[config.mk]
export PLATFORM = sky130hd
export DESIGN_NAME = swi_sleep_wake
export DESIGN_NICKNAME = d
export VERILOG_FILES = /design/src/verilog/swi_pkg.sv /design/src/verilog/swi_sleep_wake.sv
export VERILOG_INCLUDE_DIRS = /design/src /design/src/verilog
export SDC_FILE = /design/constraint.sdc
export NUM_CORES = 1
export LEC_CHECK = 0
export CAP_MARGIN = 20
export CORE_UTILIZATION = 45
export CTS_CLUSTER_DIAMETER = 60
export DETAILED_ROUTE_END_ITERATION = 10
export DONT_BUFFER_PORTS = 1
export HOLD_SLACK_MARGIN = 0.03
export PLACE_DENSITY = 0.57
export SLEW_MARGIN = 20
export SYNTH_ARGS = -nofsm -noshare
export SYNTH_HDL_FRONTEND = slang
export SYNTH_SLANG_ARGS = --single-unit
[constraint.sdc]
create_clock -name pclk -period 2.75 [get_ports pclk]
set_input_delay 0.55 -clock pclk [delete_from_list [all_inputs] [get_ports pclk]]
set_output_delay 0.55 -clock pclk [all_outputs]
set_load 0.02 [all_outputs]
[src/verilog/swi_consts.svh]
// Offsets, field positions, reset values and timing counts of the sleep/wake block
`ifndef SWI_CONSTS_SVH
`define SWI_CONSTS_SVH
`define SWI_CTRL_OFS        12'h000
`define SWI_STATUS_OFS      12'h004
`define SWI_CTRL_GLBEN_BIT  0
`define SWI_CTRL_OSC_LSB    1
`define SWI_CTRL_IEN_LSB    8
`define SWI_STAT_TMO_BIT    0
`define SWI_STAT_PWRDN_BIT  1
`define SWI_STAT_ST_LSB     2
`define SWI_STAT_PEND_LSB   8
`define SWI_TMO_RESET       1'b1
`define SWI_PWRDN_RESET     1'b1
`define SWI_OST_CYCLES      1024
`define SWI_ISR_VECTOR      16'h0004
`define SWI_CLKDIV_HALF     2
`endif

[src/verilog/swi_pkg.sv]
// Types shared by the sleep/wake block
package swi_pkg;
    typedef enum logic [1:0] {
        SWI_OSC_OTHER     = 2'b00,
        SWI_OSC_XTAL_LOW_POWER  = 2'b01,
        SWI_OSC_XTAL_MEDIUM     = 2'b10,
        SWI_OSC_XTAL_HIGH_SPEED = 2'b11
    } swi_osc_e;
    typedef enum logic [1:0] {
        SWI_ST_RUN   = 2'b00,
        SWI_ST_SLEEP = 2'b01,
        SWI_ST_OST   = 2'b10,
        SWI_ST_WAKE  = 2'b11
    } swi_state_e;
    typedef struct packed {
        logic        sleep_req;
        logic [15:0] sleep_pc;
    } swi_core_req_s;
    typedef struct packed {
        logic        core_clk_en;
        logic        resume_valid;
        logic [15:0] resume_pc;
        logic        isr_call;
        logic [15:0] isr_pc;
    } swi_core_rsp_s;
endpackage : swi_pkg

[src/verilog/swi_sleep_wake.sv]
// Sleep entry and interrupt wake-up arbitration with APB status/control
//
// Overview of operation
// - A sleep request that finds an enabled flag already pending acts as a no-operation.
// - A no-operation sleep leaves the watchdog counter and prescaler uncleared.
// - A no-operation sleep leaves the timeout and power-down flags unchanged.
// - An enabled interrupt arriving during or after sleep ends sleep at once.
// - Full sleep entry and its interrupt wake-up both clear the watchdog and prescaler.
// - A fully executed sleep sets the timeout flag and clears the power-down flag.
// - The power-down flag stays set across a no-operation sleep so software can tell.
// - In crystal modes wake-up waits 1024 oscillator cycles before the core clock runs.
// - Wake-up with global interrupts on calls the service routine at 0004h.
// - Wake-up with global interrupts off resumes in-line after the sleep instruction.
// - The divided clock output is not driven in any crystal mode.
// - Any enabled pending flag wakes the device whatever the global enable; disabled never.
// - The instruction at sleep address plus one is prefetched and runs first on wake.
//
// Design decisions made here: the placing of the registers and the APB register port.
`timescale 1ns/1ps
`include "swi_consts.svh"
module swi_sleep_wake
    import swi_pkg::*;
#(
    parameter int NSRC     = 8,
    parameter int OST_CNT  = `SWI_OST_CYCLES
) (
    input  wire logic          pclk,
    input  wire logic          presetn,
    input  wire logic          psel,
    input  wire logic          penable,
    input  wire logic          pwrite,
    input  wire logic [11:0]   paddr,
    input  wire logic [31:0]   pwdata,
    output logic               pready,
    output logic [31:0]        prdata,
    output logic               pslverr,
    input  wire logic [NSRC-1:0] int_flag,
    input  wire logic          osc_tick,
    input  wire swi_core_req_s core_req,
    output swi_core_rsp_s      core_rsp,
    output logic               watchdog_clear,
    output logic               timeout_status_flag,
    output logic               power_down_status_flag,
    output logic               divided_clock_output,
    output logic               divided_clock_oe_n
);
    // Counter sized from the count, so a longer start-up wait still fits
    localparam int              OSTW     = $clog2(OST_CNT) + 1;
    localparam logic [OSTW-1:0] OST_LAST = OSTW'(OST_CNT - 1);
    logic               global_interrupt_enable_r;
    swi_osc_e           osc_mode_r;
    logic [NSRC-1:0]    int_enable_r;
    swi_state_e         st_r;
    logic [15:0]        pc_r;
    logic [OSTW-1:0]    ost_cnt_r;
    logic [1:0]         div_cnt_r;
    logic               pready_r;
    logic               pslverr_r;
    logic [31:0]        prdata_r;
    logic               tmo_r;
    logic               pwrdn_r;
    logic               wdog_clr_r;
    logic               divclk_r;
    logic               divclk_oe_n_r;
    swi_core_rsp_s      rsp_r;
    logic               pend;
    logic               xtal;
    logic               apb_acc;

    function automatic logic is_xtal(input swi_osc_e m);
        is_xtal = (m != SWI_OSC_OTHER);
    endfunction : is_xtal

    function automatic logic [15:0] pc_plus1(input logic [15:0] pc);
        pc_plus1 = pc + 16'h0001;
    endfunction : pc_plus1

    assign pend    = |(int_flag & int_enable_r);
    assign xtal    = is_xtal(osc_mode_r);
    assign apb_acc = psel & penable & ~pready_r;

    assign pready                 = pready_r;
    assign prdata                 = prdata_r;
    assign pslverr                = pslverr_r;
    assign core_rsp               = rsp_r;
    assign watchdog_clear         = wdog_clr_r;
    assign timeout_status_flag    = tmo_r;
    assign power_down_status_flag = pwrdn_r;
    assign divided_clock_output   = divclk_r;
    assign divided_clock_oe_n     = divclk_oe_n_r;

    // APB slave: one wait cycle, answer on the second access cycle
    always_ff @(posedge pclk or negedge presetn) begin
        if (!presetn) begin
            pready_r  <= 1'b0;
            pslverr_r <= 1'b0;
            prdata_r  <= 32'h0000_0000;
        end else begin
            pready_r  <= apb_acc;
            pslverr_r <= 1'b0;
            prdata_r  <= 32'h0000_0000;
            if (apb_acc) begin
                case (paddr)
                    `SWI_CTRL_OFS: begin
                        prdata_r[`SWI_CTRL_GLBEN_BIT] <= global_interrupt_enable_r;
                        prdata_r[`SWI_CTRL_OSC_LSB +: 2] <= osc_mode_r;
                        prdata_r[`SWI_CTRL_IEN_LSB +: NSRC] <= int_enable_r;
                    end
                    `SWI_STATUS_OFS: begin
                        prdata_r[`SWI_STAT_TMO_BIT] <= tmo_r;
                        prdata_r[`SWI_STAT_PWRDN_BIT] <= pwrdn_r;
                        prdata_r[`SWI_STAT_ST_LSB +: 2] <= st_r;
                        prdata_r[`SWI_STAT_PEND_LSB +: NSRC] <= int_flag & int_enable_r;
                    end
                    default: pslverr_r <= 1'b1;
                endcase
            end
        end
    end

    // Control register writes take effect with the answer edge
    always_ff @(posedge pclk or negedge presetn) begin
        if (!presetn) begin
            global_interrupt_enable_r <= 1'b0;
            osc_mode_r                <= SWI_OSC_OTHER;
            int_enable_r              <= '0;
        end else if (psel && penable && pready_r && pwrite && paddr == `SWI_CTRL_OFS) begin
            global_interrupt_enable_r <= pwdata[`SWI_CTRL_GLBEN_BIT];
            osc_mode_r                <= swi_osc_e'(pwdata[`SWI_CTRL_OSC_LSB +: 2]);
            int_enable_r              <= pwdata[`SWI_CTRL_IEN_LSB +: NSRC];
        end
    end

    // Sequencer; a request outside RUN is ignored since the core is stopped then
    always_ff @(posedge pclk or negedge presetn) begin
        if (!presetn) begin
            st_r      <= SWI_ST_RUN;
            pc_r      <= 16'h0000;
            ost_cnt_r <= '0;
        end else begin
            case (st_r)
                SWI_ST_RUN: begin
                    if (core_req.sleep_req && !pend) begin
                        st_r <= SWI_ST_SLEEP;
                        pc_r <= core_req.sleep_pc;
                    end
                end
                SWI_ST_SLEEP: begin
                    ost_cnt_r <= '0;
                    if (pend) begin
                        st_r <= xtal ? SWI_ST_OST : SWI_ST_WAKE;
                    end
                end
                SWI_ST_OST: begin
                    if (osc_tick) begin
                        if (ost_cnt_r == OST_LAST) begin
                            st_r <= SWI_ST_WAKE;
                        end
                        ost_cnt_r <= ost_cnt_r + OSTW'(1);
                    end
                end
                SWI_ST_WAKE: st_r <= SWI_ST_RUN;
                default:     st_r <= SWI_ST_RUN;
            endcase
        end
    end

    // Status flags and watchdog clear pulse
    always_ff @(posedge pclk or negedge presetn) begin
        if (!presetn) begin
            tmo_r      <= `SWI_TMO_RESET;
            pwrdn_r    <= `SWI_PWRDN_RESET;
            wdog_clr_r <= 1'b0;
        end else begin
            wdog_clr_r <= 1'b0;
            if (st_r == SWI_ST_RUN && core_req.sleep_req && !pend) begin
                tmo_r      <= 1'b1;
                pwrdn_r    <= 1'b0;
                wdog_clr_r <= 1'b1;
            end else if (st_r == SWI_ST_SLEEP && pend) begin
                wdog_clr_r <= 1'b1;
            end
            // No-operation path touches nothing here
        end
    end

    // Core response: clock gating and resume address
    always_ff @(posedge pclk or negedge presetn) begin
        if (!presetn) begin
            rsp_r <= '{core_clk_en: 1'b1, resume_valid: 1'b0, resume_pc: 16'h0000,
                       isr_call: 1'b0, isr_pc: `SWI_ISR_VECTOR};
        end else begin
            rsp_r.resume_valid <= 1'b0;
            rsp_r.isr_call     <= 1'b0;
            rsp_r.isr_pc       <= `SWI_ISR_VECTOR;
            if (st_r == SWI_ST_RUN && core_req.sleep_req && pend) begin
                rsp_r.resume_valid <= 1'b1;
                rsp_r.resume_pc    <= pc_plus1(core_req.sleep_pc);
            end else if (st_r == SWI_ST_RUN && core_req.sleep_req) begin
                rsp_r.core_clk_en <= 1'b0;
            end else if (st_r == SWI_ST_WAKE) begin
                rsp_r.core_clk_en  <= 1'b1;
                rsp_r.resume_valid <= 1'b1;
                rsp_r.resume_pc    <= pc_plus1(pc_r);
                rsp_r.isr_call     <= global_interrupt_enable_r;
            end
        end
    end

    // Divided clock output; crystal pins own the oscillator, so the output floats
    always_ff @(posedge pclk or negedge presetn) begin
        if (!presetn) begin
            div_cnt_r     <= 2'b00;
            divclk_r      <= 1'b0;
            divclk_oe_n_r <= 1'b1;
        end else begin
            divclk_oe_n_r <= xtal;
            if (div_cnt_r == 2'(`SWI_CLKDIV_HALF - 1)) begin
                div_cnt_r <= 2'b00;
                divclk_r  <= ~divclk_r;
            end else begin
                div_cnt_r <= div_cnt_r + 2'b01;
            end
        end
    end

    logic sreq_run;
    assign sreq_run = st_r == SWI_ST_RUN && core_req.sleep_req;

    nop_resume_a: assert property (@(posedge pclk) disable iff (!presetn)
        sreq_run && pend |=> rsp_r.resume_valid && st_r == SWI_ST_RUN
            && rsp_r.resume_pc == pc_plus1($past(core_req.sleep_pc)))
        else $error("no-operation sleep did not resume in-line");
    nop_no_wdog_a: assert property (@(posedge pclk) disable iff (!presetn)
        sreq_run && pend |=> !wdog_clr_r)
        else $error("watchdog cleared on no-operation sleep");
    nop_flags_a: assert property (@(posedge pclk) disable iff (!presetn)
        sreq_run && pend |=> tmo_r == $past(tmo_r) && pwrdn_r == $past(pwrdn_r))
        else $error("status flags changed on no-operation sleep");
    pwrdn_kept_a: assert property (@(posedge pclk) disable iff (!presetn)
        sreq_run && pend && pwrdn_r |=> pwrdn_r)
        else $error("power-down flag lost on no-operation sleep");
    entry_flags_a: assert property (@(posedge pclk) disable iff (!presetn)
        sreq_run && !pend |=> st_r == SWI_ST_SLEEP && tmo_r && !pwrdn_r && wdog_clr_r
            && !rsp_r.core_clk_en)
        else $error("full sleep entry wrong");
    wake_now_a: assert property (@(posedge pclk) disable iff (!presetn)
        st_r == SWI_ST_SLEEP && pend |=> st_r != SWI_ST_SLEEP && wdog_clr_r)
        else $error("enabled interrupt did not wake");
    no_wake_a: assert property (@(posedge pclk) disable iff (!presetn)
        st_r == SWI_ST_SLEEP && !pend |=> st_r == SWI_ST_SLEEP)
        else $error("woke without enabled pending interrupt");
    ost_done_a: assert property (@(posedge pclk) disable iff (!presetn)
        st_r == SWI_ST_OST && osc_tick && ost_cnt_r == OST_LAST
            |=> st_r == SWI_ST_WAKE ##1 rsp_r.core_clk_en)
        else $error("start-up wait did not end on its count");
    no_ost_a: assert property (@(posedge pclk) disable iff (!presetn)
        st_r == SWI_ST_SLEEP && pend && !xtal |=> st_r == SWI_ST_WAKE)
        else $error("start-up wait applied outside crystal mode");
    isr_vec_a: assert property (@(posedge pclk) disable iff (!presetn)
        st_r == SWI_ST_WAKE |=> rsp_r.isr_call == $past(global_interrupt_enable_r)
            && rsp_r.isr_pc == `SWI_ISR_VECTOR && rsp_r.resume_pc == pc_plus1(pc_r))
        else $error("wake-up resume or vector wrong");
    divclk_off_a: assert property (@(posedge pclk) disable iff (!presetn)
        xtal ##1 xtal |-> divclk_oe_n_r)
        else $error("divided clock driven in crystal mode");
    divclk_on_a: assert property (@(posedge pclk) disable iff (!presetn)
        !xtal ##1 !xtal |-> !divclk_oe_n_r)
        else $error("divided clock not driven outside crystal mode");
    clk_gated_a: assert property (@(posedge pclk) disable iff (!presetn)
        st_r == SWI_ST_SLEEP || st_r == SWI_ST_OST |-> !rsp_r.core_clk_en)
        else $error("core clock running during sleep or start-up wait");
    ost_hold_a: assert property (@(posedge pclk) disable iff (!presetn)
        st_r == SWI_ST_OST && !(osc_tick && ost_cnt_r == OST_LAST)
            |=> st_r == SWI_ST_OST)
        else $error("start-up wait ended early");
    isr_only_a: assert property (@(posedge pclk) disable iff (!presetn)
        rsp_r.isr_call |-> rsp_r.resume_valid && rsp_r.isr_pc == `SWI_ISR_VECTOR)
        else $error("service call without resume or at wrong vector");

    // Bus checks; a missed answer would hang the core's register accesses
    apb_ready_a: assert property (@(posedge pclk) disable iff (!presetn)
        apb_acc |=> pready_r)
        else $error("register access not answered");
    apb_err_a: assert property (@(posedge pclk) disable iff (!presetn)
        apb_acc && paddr != `SWI_CTRL_OFS && paddr != `SWI_STATUS_OFS
            |=> pslverr_r && prdata_r == 32'h0000_0000)
        else $error("unmapped access not refused");
    ctrl_write_a: assert property (@(posedge pclk) disable iff (!presetn)
        psel && penable && pready_r && pwrite && paddr == `SWI_CTRL_OFS
            |=> int_enable_r == $past(pwdata[`SWI_CTRL_IEN_LSB +: NSRC]))
        else $error("control write lost");
    stat_read_a: assert property (@(posedge pclk) disable iff (!presetn)
        apb_acc && !pwrite && paddr == `SWI_STATUS_OFS
            |=> prdata_r[`SWI_STAT_PWRDN_BIT] == $past(pwrdn_r))
        else $error("status read shows wrong power-down flag");

    nop_c: cover property (@(posedge pclk) disable iff (!presetn) sreq_run && pend);
    wake_c: cover property (@(posedge pclk) disable iff (!presetn)
        st_r == SWI_ST_SLEEP && pend && !xtal);
    ost_c: cover property (@(posedge pclk) disable iff (!presetn)
        st_r == SWI_ST_OST ##1 st_r == SWI_ST_WAKE);
    isr_c: cover property (@(posedge pclk) disable iff (!presetn)
        st_r == SWI_ST_WAKE && global_interrupt_enable_r);
    err_c: cover property (@(posedge pclk) disable iff (!presetn)
        pready_r && pslverr_r);
endmodule : swi_sleep_wake

# After elaboration in Yosys (flattened, before gate mapping)
# Cells that the tools add are included.
# word_totals
elab_cells	85
reg_bits	79
out_inout_bits	74
input_bits	75
# op_classes
reduce_logical	23
n_bitwise	6
n_addsub	4
muxes	23
eq_ne	11
# ops
op	count
16-bit by 1-bit adder with 16-bit output, second input constant	2
11-bit one-hot mux with 2 select lines	1
19-bit 2-to-1 mux	1
18-bit 2-to-1 mux	1
17-bit 2-to-1 mux	1
8-bit one-hot mux with 2 select lines	1
12-bit by 3-bit == test with 1-bit output, second input constant	1
12-bit zero test	1
11-bit by 1-bit adder with 11-bit output, second input constant	1
11-bit by 10-bit == test with 1-bit output, second input constant	1
11-bit 2-to-1 mux	1
2-bit 2-to-1 mux	5
1-bit logical AND	9
8-bit bitwise AND	1
1-bit 2-to-1 mux	8
8-bit 2-to-1 mux	1
2-bit inequality test, second input constant	4
2-bit one-hot mux with 4 select lines	1
2-bit AND reduction	4
2-bit nonzero test	4
8-bit OR reduction	1
3-bit one-hot mux with 2 select lines	1
2-bit by 1-bit == test with 1-bit output, second input constant	2
2-bit == test, second input constant	2
9 further kinds	12

# Logic depth before layout (Yosys ltp)
# Gate-level depths: netlist (run 1).
# logic_depth
word_depth	6
mapped_depth	8
depth_no_buf	7

# Worst setup path before layout (run 1)
# Ideal clock, no wire load.
# synth_timing
kind	input port to flip-flop
from	in int_flag[3]
to	reg pc_r[3]
cell_stages	6
path_slack_ps	727
required_time_ps	2623
setup_ps	127
path_buffers	1
t_arrival_ps	1896
path_cell_list	a22oi_1 nand2_4 or2_1 nor2_4 buf_6 mux2_1
# synth_between
elab_chain_cells	5
# synth_rtl
element	line	text
start: declaration	swi_sleep_wake.sv:37	input wire logic [NSRC-1:0] int_flag,
8-bit bitwise AND	swi_sleep_wake.sv:78	assign pend = |(int_flag & int_enable_r);
8-bit OR reduction	swi_sleep_wake.sv:78	
1-bit zero test	swi_sleep_wake.sv:143	if (core_req.sleep_req && !pend) begin
1-bit logical AND	swi_sleep_wake.sv:143	
2-bit AND reduction (no line)	n/a	
end signal: assignment	swi_sleep_wake.sv:145	pc_r <= core_req.sleep_pc;
end: declaration	swi_sleep_wake.sv:54	logic [15:0] pc_r;
# No other way between the ends.
# A chain may end at the register's enable or synchronous reset.

# Worst setup path in the final report (run 1)
# layout_timing
from	reg int_enable_r[2]
to	reg pc_r[15]
# layout_between
elab_chain_cells	5
# layout_rtl
element	line	text
start: declaration	swi_sleep_wake.sv:52	logic [NSRC-1:0] int_enable_r;
start signal: assignment	swi_sleep_wake.sv:130	int_enable_r <= pwdata[`SWI_CTRL_IEN_LSB +: NSRC];
8-bit bitwise AND	swi_sleep_wake.sv:78	
8-bit OR reduction	swi_sleep_wake.sv:78	
1-bit zero test	swi_sleep_wake.sv:143	
1-bit logical AND	swi_sleep_wake.sv:143	
2-bit AND reduction (no line)	n/a	
# No other way between the ends.

==> impl_metrics.env, run 1 <==
export IMPL_status="finished with violations"
export IMPL_violations="design-rule violations"
export IMPL_clock_sinks=79
export IMPL_area_growth_pct=5.22
export IMPL_drv_cap=0
export IMPL_path_clk_slew_ps=80
export IMPL_synth_edf_count=0
export IMPL_cp_required_ps=2990
export IMPL_ir_drop_mv=0.341
export IMPL_avgRoutedWirePerCell_um=15.8
export IMPL_critPathLaunch="int_enable_r[2]"
export IMPL_drt_iter0_drc=129
export IMPL_netlist_instances=394
export IMPL_grt_overflow=0
export IMPL_tns_ps=0
export IMPL_track_usage_pct=18.1
export IMPL_ys_seq_area_share_pct=48.0
export IMPL_cts_root_buffer="clkbuf_8"
export IMPL_final_nets=484
export IMPL_total_power_w=0.00378
export IMPL_die_w_um=97.7
export IMPL_h_tree_depth=3
export IMPL_drive_gt1_share_pct=10.3
export IMPL_fp_row_count=34
export IMPL_max_slew_margin_pct=63.5
export IMPL_gp_congestion=0.794
export IMPL_ys_seq_elements=79
export IMPL_diodes=0
export IMPL_synth_area_sq_mm=0.00413
export IMPL_grt_pass1_vias=2687
export IMPL_crit_type="reg -> reg"
export IMPL_holdWs_ps=86.1
export IMPL_drc_errors=20
export IMPL_timing_fmax_mhz=477
export IMPL_drt_pass1_iter_count=7
export IMPL_die_height_um=97.7
export IMPL_ios=149
export IMPL_start_util_pct=46.8
export IMPL_final_max_slew_violation_count=0
export IMPL_clock_path_buffers=2
export IMPL_numCtsBuffers=9
export IMPL_yosys_warnings=0
export IMPL_cts_tree="built"
export IMPL_async_reset_ff_share_pct=100
export IMPL_arrival_ps=2330
export IMPL_route_vias_total=2711
export IMPL_io_buffers=0
export IMPL_grt_pass1_wl_mm=13.5
export IMPL_hold_violations=0
export IMPL_finalSetupViolations=0
export IMPL_place_hpwl_mm=5.78
export IMPL_dpl_cell_count=496
export IMPL_critical_path_endpoint="pc_r[15]"
export IMPL_tightest_slew_ps=546
export IMPL_hp_class="in -> async"
export IMPL_fillers=807
export IMPL_routed_via_density=5.27
export IMPL_final_period_minus_worst_setup_slack_ps=2100
export IMPL_syn_mean_instance_area_sq_um=10.5
export IMPL_worstReg2RegStart="int_enable_r[2]"
export IMPL_crit_path_max_fanout=18
export IMPL_grt_max_degree=77
export IMPL_end_kind="flop"
export IMPL_design_area_sq_mm=0.00434
export IMPL_r2r_setup_slack_ps=650
export IMPL_wl_mm=8.12
export IMPL_p_per_area_mw_per_mm2=870
export IMPL_r2r_cells=5
export IMPL_rsz0062_at_grt="no"
export IMPL_core_sq_mm=0.00881
export IMPL_clk_insertion_delay_late_ps=350
export IMPL_startpoint_type="flop"
export IMPL_antenna_found_initial=0
export IMPL_post_cts_buffers=0
export IMPL_stdcell_count=514
export IMPL_fin_crit_sh_pct=76.2
export IMPL_synth_cell_types=53
export IMPL_p_leak_nw=1.95
export IMPL_placed_cell_area_sq_mm=0.00410
export IMPL_ant_nets=0
export IMPL_synth_ff_type="dfrtp_1"
export IMPL_rr_endpoint="pc_r[15]"
export IMPL_die_area_sq_mm=0.00955
export IMPL_fin_skew_ps=8.60
## registers in the layout (all words and copies together), names as in the netlist
name,cells
core_rsp,19
pc_r,16
prdata,12
ost_cnt_r,11
int_enable_r,8
div_cnt_r,2
osc_mode_r,2
st_r,2
divided_clock_oe_n,1
divided_clock_output,1
global_interrupt_enable_r,1
power_down_status_flag,1
pready,1
pslverr,1
watchdog_clear,1
## timing repair
item,4_1_cts,5_1_grt
resized for setup,0,0
hold endpoints to repair,76,0
hold buffers,2,0
## kinds of logic after synthesis
group                      Yosys count  synth area share [%]
muxes                               32                  8.64
DFF                                 79                  48.0
AOI/OAI and AO/OA                   50                  8.74
other                                2                 0.182
buffers and inverters               63                  9.46
xor gates and xnor gates            35                  7.43
and+or+nand+nor                    125                  15.1
adders and majority gates            8                  2.43
## cells in the final DEF, fill, tap and decap left out, types with 2 or more instances in the layout
cell type	Yosys	final
and3_1	7	7
o221ai_1	12	12
mux2_1	25	25
clkinvlp_4	0	3
nand2_1	31	31
o31ai_1	2	2
mux2i_1	3	3
nor2_1	30	30
nand2_2	2	2
nor3_1	7	7
nor4_1	7	7
nand2b_1	2	2
conb_1	2	37
ha_1	8	8
and4_1	2	2
a22oi_1	4	4
o21ai_0	13	13
o22ai_1	2	2
nor2b_1	2	2
dfrtp_1	76	76
nand4_1	9	9
nand3_1	17	17
and2_1	2	2
mux2_2	4	4
dfstp_2	3	3
clkbuf_8	0	10
buf_4	38	5
a21oi_1	5	5
inv_1	13	13
xor2_1	11	11
xnor2_1	24	24
inv_2	3	3
## power breakdown
group,internal [W],leakage (nW),switching (W)
logic,0.000471,0.838,0.000593
registers,0.00145,1.02,0.000405
clock network,0.000443,0.0916,0.000419
total,0.00236,1.95,0.00142
## cells in the mapped netlist, types with 9 or more instances
cell,number,share of area (%)
o21ai_0,13,1.6
xnor2_1,24,5.1
inv_1,13,1.2
xor2_1,11,2.3
dfrtp_1,76,46
nand4_1,9,1.4
nand3_1,17,2.1
nor2_1,30,2.7
mux2_1,25,6.8
buf_4,38,6.9
o221ai_1,12,2.5
nand2_1,31,2.8
## cell type report
type                    count  area (sq um)  area share, %
flip-flops and latches     79          1980           45.6
multi-input cells         287          1890           43.4
clock buffers              11           141           3.26
well taps                 108           135           3.11
repair buffers              7          75.1           1.73
inverters                  17          65.1           1.50
clock inverters             5          57.6           1.33
## metrics by stage
stage	setup WS, ps	utilization, %
detailed placement	460	46.6
floorplan	727	-
global route	508	49.3
global placement	483	46.6
finish	654	49.3
CTS	624	49.3
## layer usage
layer  routed length [um]  vias to the layer above  global-route usage (%)
met3                  633                        8                    7.02
met4                  105                        0                    5.59
li1                     -                     1315                       -
met1                 3510                     1297                    22.5
met5                    0                        -                       0
met2                 3880                       91                    29.1
## critical path, cell delays in order (launching register included)
cell and delay, ps:
dfrtp_1 390, a22oi_1 330, nand2_4 110, or2_1 290
nor2_4 470, mux2_2 400
## worst min-delay path by stage
stage	endpoint	start	cells after the start	slack, ps
floorplan	core_rsp[16]	presetn	0	250
global route	core_rsp[25]	presetn	1	100
CTS	core_rsp[17]	presetn	1	90
finish	core_rsp[22]	presetn	1	90
global placement	core_rsp[17]	presetn	0	260
detailed placement	core_rsp[17]	presetn	0	260
(Power assumes the default switching activity.)
==> inputs of run 2 (changes only) <==
- PLACE_DENSITY: 0.57 -> 0.59
- clock period: 2.75 -> 1.9 ns (I/O delays scaled with it)
==> impl_metrics.env, run 2 (same netlist as run 1, synthesis figures left out) <==
export IMPL_ios=149
export IMPL_holdWs_ps=-290
export IMPL_start_util_pct=46.8
export IMPL_die_w_um=97.7
export IMPL_routed_via_density=5.33
export IMPL_end_kind="flop"
export IMPL_crit_chain="a22oi_2 -> nand2_2 -> or2_1 -> buf_4 -> o211ai_2 -> mux2_1"
export IMPL_largest_reg_flops=19
export IMPL_cpPeakStageDelay_ps=420
export IMPL_fin_skew_ps=16.6
export IMPL_final_nets=494
export IMPL_cts_tree="built"
export IMPL_fp_row_count=34
export IMPL_rsz0062_at_grt="no"
export IMPL_clock_path_buffers=2
export IMPL_avgRoutedWirePerCell_um=15.8
export IMPL_violations="design-rule violations, negative hold slack"
export IMPL_crit_path_top_delay_cell="dfrtp_1"
export IMPL_use_met3_pct=6.44
export IMPL_die_height_um=97.7
export IMPL_final_max_slew_violation_count=0
export IMPL_drv_cap=0
export IMPL_timing_fmax_mhz=553
export IMPL_fin_crit_sh_pct=95.2
export IMPL_crit_type="reg -> reg"
export IMPL_startpoint_type="flop"
export IMPL_io_buffers=0
export IMPL_grt_overflow=0
export IMPL_crit_path_max_fanout=3
export IMPL_clock_sinks=79
export IMPL_drc_errors=20
export IMPL_ant_nets=0
export IMPL_grt_pass1_vias=2766
export IMPL_hold_violations=79
export IMPL_wl_mm=8.30
export IMPL_cp_top_family="flip-flops"
export IMPL_drt_iter0_drc=85
export IMPL_cp_required_ps=2140
export IMPL_route_vias_total=2794
export IMPL_use_met1_pct=21.2
export IMPL_drt_pass1_iter_count=8
export IMPL_path_clk_slew_ps=100
export IMPL_r2r_setup_slack_ps=90
export IMPL_finalSetupViolations=0
export IMPL_fillers=831
export IMPL_post_route_util_pct=50.6
export IMPL_ir_drop_mv=0.475
export IMPL_grt_max_degree=80
export IMPL_power_frac_clock_pct=23.5
export IMPL_clk_insertion_delay_late_ps=360
export IMPL_grt_pass1_wl_mm=13.6
export IMPL_area_growth_pct=7.98
export IMPL_gp_congestion=0.799
export IMPL_grt_busiest_layer="met2"
export IMPL_final_period_minus_worst_setup_slack_ps=1810
export IMPL_tns_ps=0
export IMPL_numCtsBuffers=9
export IMPL_switching_share_pct=37.9
export IMPL_hp_class="in -> async"
export IMPL_core_sq_mm=0.00881
export IMPL_final_common_cell="dfrtp_1"
export IMPL_seqPwrFrac_pct=47.7
export IMPL_p_leak_nw=2.01
export IMPL_diodes=0
export IMPL_track_usage_pct=18.1
export IMPL_crit_buf_inv=1
export IMPL_use_met2_pct=30.8
export IMPL_die_area_sq_mm=0.00955
export IMPL_antenna_found_initial=0
export IMPL_place_hpwl_mm=6.01
export IMPL_p_int_w=0.00349
export IMPL_h_tree_depth=3
export IMPL_layout_common_cells="dfrtp_1, conb_1, nand2_1"
export IMPL_p_comb_share_pct=28.8
export IMPL_cts_root_buffer="clkbuf_8"
export IMPL_arrival_ps=2050
export IMPL_p_per_area_mw_per_mm2=1260
export IMPL_status="finished with violations"
export IMPL_drive_gt1_share_pct=14.7
export IMPL_p_sw_w=0.00212
## run 2: stage by stage
stage / power [W] / instance area [sq um] / setup slack, ps / cells
after detailed placement: 0.00433 / 4220 / 50.5 / 508
final: 0.00561 / 4450 / 92.0 / 524
after global routing: 0.00600 / 4450 / 1.65 / 524
after global placement: 0.00426 / 4220 / 84.4 / 508
after floorplan: 0.00391 / 4260 / 46.9 / 429
after CTS: 0.00567 / 4430 / 18.1 / 524
## run 2: cell type report
cell class / count / area [sq um] / area share, %
timing repair buffer: 17 / 153 / 3.43
inverter: 17 / 65.1 / 1.46
sequential: 79 / 1980 / 44.5
clock inverter: 7 / 83.8 / 1.88
tap: 108 / 135 / 3.03
clock buffer: 9 / 124 / 2.78
multi-input combinational: 287 / 1910 / 42.9
## run 2: metal layers
metal	wire, um	share of wire (%)
met3	597	7.2
met5	0	0
met1	3340	40
met2	4260	51
met4	107	1.3
## run 2: worst paths after layout
check	depth (start not counted)	from	end
min reg2reg	1	div_cnt_r[0]	div_cnt_r[1]
max	6	int_enable_r[0]	st_r[0]
min in group pclk	1	core_req[0]	core_rsp[17]
max in group asynchronous	0	presetn	power_down_status_flag
min	0	presetn	pc_r[7]
max reg2reg	6	int_enable_r[0]	st_r[0]
## run 2: what timing repair did
| action | 4_1_cts | 5_1_grt |
|---|---|---|
| setup endpoints to repair | 0 | 21 |
| gates resized for setup | 0 | 7 |
| hold endpoints to repair | 79 | 79 |
| buffers inserted | 0 | 0 |
## run 2: power by group through the flow
stage	sequential, W	clock (W)	combinational, W
final	0.00268	0.00132	0.00162
after detailed placement	0.00271	0	0.00161
after floorplan	0.00262	0	0.00129
after CTS	0.00268	0.00136	0.00163
after global placement	0.00269	0	0.00157
after global routing	0.00274	0.00144	0.00183
==> inputs of run 3 (changes only) <==
- CORE_UTILIZATION: 45 -> 57
- PLACE_DENSITY: 0.59 -> 0.72
- REMOVE_ABC_BUFFERS: unset -> 1
==> impl_metrics.env, run 3 (same netlist as run 1, synthesis figures left out) <==
export IMPL_status="finished with violations"
export IMPL_violations="negative hold slack"
export IMPL_critical_path_endpoint="st_r[1]"
export IMPL_avgRoutedWirePerCell_um=15.8
export IMPL_drc_errors=0
export IMPL_hp_class="in -> async"
export IMPL_route_vias_total=2855
export IMPL_worstReg2RegStart="int_enable_r[5]"
export IMPL_final_period_minus_worst_setup_slack_ps=1810
export IMPL_cts_tree="built"
export IMPL_path_depth=6
export IMPL_crit_path_top_delay_cell="dfrtp_1"
export IMPL_crit_path_max_fanout=4
export IMPL_hold_violations=79
export IMPL_fin_skew_ps=11.2
export IMPL_startpoint_type="flop"
export IMPL_crit_type="reg -> reg"
export IMPL_wl_mm=8.11
export IMPL_p_per_area_mw_per_mm2=1270
export IMPL_gp_congestion=0.855
export IMPL_ant_nets=0
export IMPL_r2r_setup_slack_ps=90
export IMPL_largest_reg_flops=19
export IMPL_cpPeakStageDelay_ps=410
export IMPL_cp_top_family="flip-flops"
export IMPL_grt_overflow=0
export IMPL_finalSetupViolations=0
export IMPL_fillers=575
export IMPL_die_w_um=87.1
export IMPL_ios=149
export IMPL_stdcell_count=513
export IMPL_die_height_um=87.1
export IMPL_crit_buf_inv=1
export IMPL_place_hpwl_mm=5.82
export IMPL_final_common_cell="dfrtp_1"
export IMPL_rr_endpoint="st_r[1]"
export IMPL_die_area_sq_mm=0.00758
export IMPL_clock_path_buffers=2
export IMPL_critPathLaunch="int_enable_r[5]"
export IMPL_routed_via_density=5.57
export IMPL_layout_common_cells="dfrtp_1, conb_1, nand2_1, nor2_1, mux2_1"
export IMPL_timing_fmax_mhz=552
export IMPL_worst_slack_ps=87.0
export IMPL_seq_area_sq_mm=0.00198
export IMPL_drv_cap=0
export IMPL_switching_share_pct=36.9
export IMPL_final_max_slew_violation_count=0
export IMPL_grt_pass1_vias=2782
export IMPL_place_ws_ps=70.0
export IMPL_p_comb_share_pct=29.5
export IMPL_end_kind="flop"
export IMPL_design_area_sq_mm=0.00445
export IMPL_post_route_util_pct=64.4
export IMPL_drive_gt1_share_pct=14.6
export IMPL_numCtsBuffers=9
export IMPL_p_int_w=0.00356
export IMPL_grt_pass1_wl_mm=13.2
export IMPL_clk_insertion_delay_late_ps=360
export IMPL_power_frac_clock_pct=23.1
export IMPL_multiInputGateArea_sq_mm=0.00191
export IMPL_dpl_cell_count=497
export IMPL_path_clk_slew_ps=90
export IMPL_p_leak_nw=2.02
export IMPL_crit_chain="a22oi_2 -> nand2_2 -> or2_1 -> buf_4 -> o211ai_2 -> mux2_1"
export IMPL_p_sw_w=0.00208
export IMPL_final_nets=495
export IMPL_h_tree_depth=3
export IMPL_grt_max_degree=80
export IMPL_seqPwrFrac_pct=47.4
export IMPL_antenna_found_initial=0
export IMPL_fin_crit_sh_pct=95.4
export IMPL_clock_sinks=79
export IMPL_drt_iter0_drc=109
export IMPL_cp_required_ps=2130
export IMPL_core_sq_mm=0.00691
export IMPL_placed_cell_area_sq_mm=0.00421
export IMPL_track_usage_pct=22.8
export IMPL_arrival_ps=2050
export IMPL_total_power_w=0.00564
export IMPL_holdWs_ps=-288
export IMPL_io_buffers=0
export IMPL_start_util_pct=59.7
export IMPL_diodes=0
export IMPL_drt_pass1_iter_count=4
export IMPL_r2r_cells=6
export IMPL_ir_drop_mv=0.872
export IMPL_area_growth_pct=7.79
export IMPL_fp_row_count=30
export IMPL_cts_root_buffer="clkbuf_8"
[run 3: power groups by stage]
| stage | combinational [W] | clock (W) | sequential, W |
|---|---|---|---|
| after CTS | 0.00168 | 0.00133 | 0.00266 |
| after global routing | 0.00187 | 0.00139 | 0.00273 |
| after floorplan | 0.00119 | 0 | 0.00262 |
| final | 0.00166 | 0.00130 | 0.00267 |
| after global placement | 0.00161 | 0 | 0.00267 |
| after detailed placement | 0.00166 | 0 | 0.00269 |
[run 3: layer usage]
layer / share of wire, % / global-route usage (%) / vias to the layer above / wire, um
li1: - / - / 1336 / -
met1: 43 / 28.4 / 1406 / 3470
met2: 49 / 37.8 / 97 / 3980
met3: 6.5 / 5.40 / 16 / 525
met4: 1.8 / 9.85 / 0 / 142
met5: 0 / 0 / - / 0
[run 3: what timing repair did]
| item | in CTS | in global routing |
|---|---|---|
| gates resized for setup | 0 | 7 |
| buffers inserted | 0 | 0 |
| hold endpoints to repair | 79 | 79 |
| endpoints found under the setup margin | 0 | 22 |
[run 3: area by class of cell]
class	instances	share of cell area, %
clock buffers	12	3.49
well taps	96	2.70
inverters	17	1.46
flip-flops and latches	79	44.5
clock inverters	4	1.21
repair buffers	18	3.60
multi-input cells	287	43.0
[run 3: metrics by stage]
stage          TNS [ps]  hold WS, ps
4_1_cts               0         -300
6_report              0         -288
3_3_place_gp          0         86.0
3_5_place_dp          0         86.0
5_1_grt           -58.3         -306
2_1_floorplan     -2610         84.4
[run 3: how the worst min path moves through the flow]
stage / startpoint / cells after the start / to / slack, ps
floorplan: presetn / 0 / core_rsp[16] / 80
global placement: presetn / 0 / divided_clock_output / 90
detailed placement: presetn / 0 / divided_clock_output / 90
CTS: presetn / 0 / core_rsp[27] / -300
global route: presetn / 0 / prdata[8] / -310
finish: presetn / 0 / core_rsp[25] / -290
[run 3: worst register-to-register path: stages, from the launching register on]
cell and delay (ps):
dfrtp_1 410, a22oi_2 200, nand2_2 120, or2_1 290, buf_4 160, o211ai_2 170
mux2_1 350
